===== src/mccs_pkg.sv =====
package mccs_pkg;
  // ----------------------------------------
  // register addresses and layout
  // ----------------------------------------
  localparam logic [7:0] CLOCK_RATE_CONTROL_ADDR = 8'h8f;
  localparam logic [7:0] SERIAL_PERIPH_CLOCK_CONTROL_ADDR = 8'h9f;
  localparam logic [7:0] CLOCK_RATE_CONTROL_RESET = 8'h00;
  localparam logic [7:0] SERIAL_PERIPH_CLOCK_CONTROL_RESET = 8'h00;
  localparam int CPU_DOUBLE_SPEED_BIT = 0;
  localparam int TIMER_ZERO_RATE_SEL_BIT = 1;
  localparam int TIMER_ONE_RATE_SEL_BIT = 2;
  localparam int TIMER_TWO_RATE_SEL_BIT = 3;
  localparam int SERIAL_PORT_RATE_SEL_BIT = 4;
  localparam int COUNTER_ARRAY_RATE_SEL_BIT = 5;
  localparam int WATCHDOG_RATE_SEL_BIT = 6;
  localparam int CAN_RATE_SEL_BIT = 7;
  localparam int SPI_RATE_SEL_BIT = 0;
  localparam logic [7:0] SERIAL_PERIPH_WRITABLE = 8'h01;
  // ----------------------------------------
  // period counts
  // ----------------------------------------
  localparam logic [3:0] PERIODS_STANDARD = 4'hc;
  localparam logic [3:0] PERIODS_DOUBLE = 4'h6;
  localparam int NUM_PERIPH = 8;
endpackage


===== src/mccs_rate_sel.sv =====
`timescale 1ns/100ps
`default_nettype none
// one peripheral's effective rate
module mccs_rate_sel (
  input wire logic cpu_double_speed,
  input wire logic rate_sel,
  output logic double_en,
  output logic [3:0] periods
);
  assign double_en = cpu_double_speed & ~rate_sel;
  assign periods = double_en ? mccs_pkg::PERIODS_DOUBLE : mccs_pkg::PERIODS_STANDARD;
endmodule
`default_nettype wire


===== src/mccs_clock_select.sv =====
`timescale 1ns/100ps
`default_nettype none
// peripheral order: 0 timer0, 1 timer1, 2 timer2, 3 serial, 4 counter array,
// 5 watchdog, 6 can, 7 spi
module mccs_clock_select (
  input wire logic SYS_CLK,
  input wire logic RST,
  input wire logic CE,
  input wire logic [7:0] SFR_ADDR,
  input wire logic [7:0] SFR_WDATA,
  input wire logic SFR_WR,
  input wire logic SFR_RD,
  output logic [7:0] SFR_RDATA,
  output logic SFR_RSEL,
  output logic CORE_CLK_EN,
  output logic CPU_DOUBLE_SPEED,
  output logic [3:0] MACHINE_PERIODS,
  output logic [7:0] PERIPH_DOUBLE_EN,
  output logic [31:0] PERIPH_PERIODS
);
  // ----------------------------------------
  // state
  // ----------------------------------------
  typedef struct packed {
    logic [7:0] clock_rate_control;
    logic [7:0] serial_periph_clock_control;
    logic div_phase;
    logic cpu_double_speed;
    logic [7:0] rdata;
    logic rsel;
  } mccs_state_s;

  mccs_state_s cur;
  mccs_state_s next_cur;
  logic [7:0] sel_bits;

  always_comb begin
    next_cur = cur;
    next_cur.rsel = 1'b0;
    if (SFR_WR && SFR_ADDR == mccs_pkg::CLOCK_RATE_CONTROL_ADDR) begin
      next_cur.clock_rate_control = SFR_WDATA;
    end
    if (SFR_WR && SFR_ADDR == mccs_pkg::SERIAL_PERIPH_CLOCK_CONTROL_ADDR) begin
      // reserved bits are kept at zero so a stray write cannot upset them
      next_cur.serial_periph_clock_control = SFR_WDATA & mccs_pkg::SERIAL_PERIPH_WRITABLE;
    end
    if (SFR_RD && SFR_ADDR == mccs_pkg::CLOCK_RATE_CONTROL_ADDR) begin
      next_cur.rdata = cur.clock_rate_control;
      next_cur.rsel = 1'b1;
    end
    if (SFR_RD && SFR_ADDR == mccs_pkg::SERIAL_PERIPH_CLOCK_CONTROL_ADDR) begin
      next_cur.rdata = cur.serial_periph_clock_control;
      next_cur.rsel = 1'b1;
    end
    // divide-by-two phase of the oscillator
    next_cur.div_phase = ~cur.div_phase;
    // apart from reset, mode only changes at the divided clock rising edge to avoid glitches
    if (!cur.div_phase) begin
      next_cur.cpu_double_speed = cur.clock_rate_control[mccs_pkg::CPU_DOUBLE_SPEED_BIT];
    end
  end

  always_ff @(posedge SYS_CLK) begin
    if (RST) begin
      cur.clock_rate_control <= mccs_pkg::CLOCK_RATE_CONTROL_RESET;
      cur.serial_periph_clock_control <= mccs_pkg::SERIAL_PERIPH_CLOCK_CONTROL_RESET;
      cur.div_phase <= 1'b0;
      cur.cpu_double_speed <= 1'b0;
      cur.rdata <= 8'h00;
      cur.rsel <= 1'b0;
    end else if (CE) begin
      cur <= next_cur;
    end
  end

  // ----------------------------------------
  // outputs
  // ----------------------------------------
  assign SFR_RDATA = cur.rdata;
  assign SFR_RSEL = cur.rsel;
  assign CPU_DOUBLE_SPEED = cur.cpu_double_speed;
  // bypass the divider in double speed, otherwise every second oscillator cycle
  assign CORE_CLK_EN = CE & (cur.cpu_double_speed | cur.div_phase);
  assign MACHINE_PERIODS = cur.cpu_double_speed ? mccs_pkg::PERIODS_DOUBLE
                                                : mccs_pkg::PERIODS_STANDARD;

  assign sel_bits = {cur.serial_periph_clock_control[mccs_pkg::SPI_RATE_SEL_BIT],
                     cur.clock_rate_control[7:1]};

  genvar g;
  generate
    for (g = 0; g < mccs_pkg::NUM_PERIPH; g++) begin : g_periph
      mccs_rate_sel u_sel (
        .cpu_double_speed(cur.cpu_double_speed),
        .rate_sel(sel_bits[g]),
        .double_en(PERIPH_DOUBLE_EN[g]),
        .periods(PERIPH_PERIODS[4*g +: 4])
      );
    end
  endgenerate
endmodule
`default_nettype wire


===== config.mk =====
export PLATFORM = sky130hd
export DESIGN_NAME = mccs_clock_select
export DESIGN_NICKNAME = d
export VERILOG_FILES = /design/src/mccs_pkg.sv /design/src/mccs_rate_sel.sv /design/src/mccs_clock_select.sv
export SDC_FILE = /design/constraint.sdc
export NUM_CORES = 1
export LEC_CHECK = 0
export ABC_AREA = 1
export BUFFER_PORTS_ARGS = -buffer_cell sky130_fd_sc_hd__buf_2
export CAP_MARGIN = 20
export CORE_MARGIN = 2
export CORE_UTILIZATION = 47
export CTS_CLUSTER_SIZE = 30
export DETAILED_ROUTE_END_ITERATION = 8
export GPL_TIMING_DRIVEN = 0
export PLACE_DENSITY = 0.85
export REMOVE_ABC_BUFFERS = 1
export SLEW_MARGIN = 20
export SYNTH_ARGS = -nofsm -noshare
export SYNTH_HDL_FRONTEND = slang
export SYNTH_SLANG_ARGS = --single-unit
export TNS_END_PERCENT = 1

===== constraint.sdc =====
create_clock -name SYS_CLK -period 2.58 [get_ports SYS_CLK]
set_input_delay 0.129 -clock SYS_CLK [delete_from_list [all_inputs] [get_ports SYS_CLK]]
set_output_delay 0.129 -clock SYS_CLK [all_outputs]
set_load 0.02 [all_outputs]

==> results.md <==
* Global routing met2 resource utilization at 25.0%
* GPL Wtd Cong at 0.748
* Ports at 76
* Synthesized area per cell at 6.91 um2
* Placement Rows at 19
* Syn Inst Count at 193
* TritonCTS clock tree: done
* Crit end category: output port
* Number of cells on the critical path at 4
* Detail Route Antenna Nets at 0
* Status: complete, no violations
* Family with the most delay on the worst path: buffers and inverters
* Signed area change from the synthesized netlist to the final layout at 6.47%
* Largest net degree at the start of global routing at 17
* Number of clock sinks at 20
* Peak-usage layer in the global routing report: met2
* Root cell of the clock tree: sky130_fd_sc_hd__clkbuf_4
* Biggest fanout along the worst timing path at 9
* Number of buffers added on ports at 57
* Global Route met3 Usage at 3.40%
* Setup tns final at 0 ns
* Vias after detailed routing at 1137
* Most frequent cells after synthesis: sky130_fd_sc_hd__buf_4, sky130_fd_sc_hd__nand2_1, sky130_fd_sc_hd__nor2_1
* Number of buffers between clock root and the deepest sink at 2
* Die Ht at 57.3 um
* Final Max Slew Viols at 0
* DR pass1 iterations at 4
* Arrival time worst endpoint at 1.41 ns
* Cell count of the worst reg-to-reg path at 3
* Most common cell in the synthesized netlist: sky130_fd_sc_hd__buf_4
* Layout Skew at 0.00641 ns
* Cells on Worst Hold Path at 3
* Drc violations at 0
* Fraction of met1 tracks used by global routing at 19.1%
* Via density at 4.48
* CTS H-tree depth at 1
* Synthesis-stage register bit count at 20
* Required time at the worst-slack endpoint at 2.45 ns
* Share of post-route cells with drive strength above 1 at 31.8%
* Crit path max-delay cell type: sky130_fd_sc_hd__dfxtp_1
* Slack of the worst reg-to-reg path at 1.83 ns
* Total Routed Length at 2410 um
* Largest voltage drop on the vdd net at 0.293 mV
* HPWL Detailed at 1900 um
* Largest stage delay, worst path at 0.40 ns
* Period utilization at 59.7%
* Leakage power total at 0.822 nW
* Count of yosys warnings during synthesis at 0
* Cell area after synthesis at 1330 um2
* Number of fill cells at 286
* Number of CTS-inserted buffers at 3
* Most used flip-flop cell after synthesis: sky130_fd_sc_hd__dfxtp_1
* Cells taking the most area after synthesis: sky130_fd_sc_hd__dfxtp_1, sky130_fd_sc_hd__buf_4, sky130_fd_sc_hd__nand2_1
* Final std cell area, no fill at 1420 um2
* Final setup vio count at 0
* Buffers and inverters on the worst path at 3
* Hold/Removal Path Class: primary input to flip-flop
* Top cell type by total area after synthesis: sky130_fd_sc_hd__dfxtp_1
* Starting density of the core at 48.8%
* Final-report hold violation count at 0
* Die outline area at 3280 um2
* Die width at 57.3 um
* Count of buffers added by post-CTS timing repair for setup at 0
* Area share of the leading cell type in the synthesized netlist at 30.0%
* Insertion delay to the later sink of the worst-skew pair at 0.30 ns
* Clock slew at reported path FFs at 0.12 ns
* Number of flops mapped to enable cells by yosys at 0
* Std-Cell Core Area at 2730 um2
* Detailed-route wire length per cell at 9.49 um
* Async set-reset flop share out of synthesis at 0%
* Max frequency at 650 MHz
* Overflow after GRT at 0
* Layout Nets at 245
* Number of diodes added for antenna fixing at 0
* Startpoint type of the worst setup path: flip-flop
* Initial antenna violation count at 0
* RSZ-0062 raised after global routing: no
* Sequential share of the synthesized area at 30.0%
* Number of distinct standard cells referenced by the synthesized netlist at 23
* Overall global routing resource usage at 14.8%
* Post-cts gate resize count at 0
* Pwr dens at 503 nW/um2
* Hold_buf cts at 0
* Number of global-route vias before repair at 910
* Placed standard-cell area at 1370 um2
* Crit path time final at 1.54 ns
* MaxCap Viol Count at 0
* Sequence of cells on the critical path: clkinv_1 > nor2_1 > inv_1 > buf_2
* First-pass GRT wire length at 3880 um
* Type of the setup path with the least slack: flip-flop to output port
* DRC violation total after the first TritonRoute iteration at 16
## kinds of logic after synthesis
| kind of cell | share of synthesized area, % |
|---|---|
| other | 0.563 |
| DFF | 30.0 |
| and+or+nand+nor | 32.0 |
| buffers and inverters | 33.3 |
| AOI/OAI and AO/OA | 4.13 |
## tightest hold or removal path, cell delays in order
cell and delay, ns:
sky130_fd_sc_hd__buf_2 0.07, sky130_fd_sc_hd__nor2_1 0.03, sky130_fd_sc_hd__nor2_1 0.08
## sequential cells by signal (all words and copies together) (netlist names)
signal and cells:
SFR_RSEL 1, CPU_DOUBLE_SPEED 1, SFR_RDATA 8, cur 10
## metal layers
layer / wire length (um) / share of wire (%)
met1: 1070 / 44
met2: 1080 / 45
met4: 27 / 1.1
met5: 0 / 0
met3: 232 / 9.6
## through the flow
step	power (W)	util, %	worst slack (ns)	hold slack, ns	instances
2_1_floorplan	0.000413	-	0.536	0.198	162
3_3_place_gp	0.000466	50.0	1.38	0.352	250
3_5_place_dp	0.000468	50.0	1.35	0.359	250
4_1_cts	0.000718	51.9	1.02	0.0391	254
5_1_grt	0.000740	51.9	0.911	0.0422	254
6_report	0.000714	51.9	1.04	0.0408	254
## final cells by class
| type | instances | area, um2 | share of cell area, % |
|---|---|---|---|
| well taps | 31 | 38.8 | 2.73 |
| inverters | 25 | 93.8 | 6.61 |
| clock buffers | 3 | 22.5 | 1.59 |
| flip-flops and latches | 20 | 400 | 28.2 |
| clock inverters | 1 | 30.0 | 2.11 |
| repair buffers | 57 | 285 | 20.1 |
| multi-input cells | 117 | 549 | 38.7 |
## worst paths after layout
| check | start | end |
|---|---|---|
| worst min-delay path | SFR_WDATA[7] | cur[26] |
| worst min register to register | SFR_RDATA[1] | SFR_RDATA[1] |
| worst max-delay path | CPU_DOUBLE_SPEED | PERIPH_PERIODS[15] |
| worst max register to register | cur[10] | CPU_DOUBLE_SPEED |
## cells in the final DEF (no fill, tap or decap), types with 3 or more instances in the layout
master	count
sky130_fd_sc_hd__nand3_1	16
sky130_fd_sc_hd__nor2_1	30
sky130_fd_sc_hd__conb_1	18
sky130_fd_sc_hd__buf_2	57
sky130_fd_sc_hd__clkbuf_4	3
sky130_fd_sc_hd__a21oi_1	9
sky130_fd_sc_hd__nand2_1	30
sky130_fd_sc_hd__dfxtp_1	20
sky130_fd_sc_hd__inv_1	21
## power by group
part	leakage (nW)	internal (W)	total (W)	switching, W
Sequential	0.161	0.000311	0.000313	0.00000226
Combinational	0.632	0.0000391	0.000147	0.000108
Clock	0.0279	0.000157	0.000254	0.0000965
Total	0.822	0.000507	0.000714	0.000207
(Power assumes the default switching activity.)
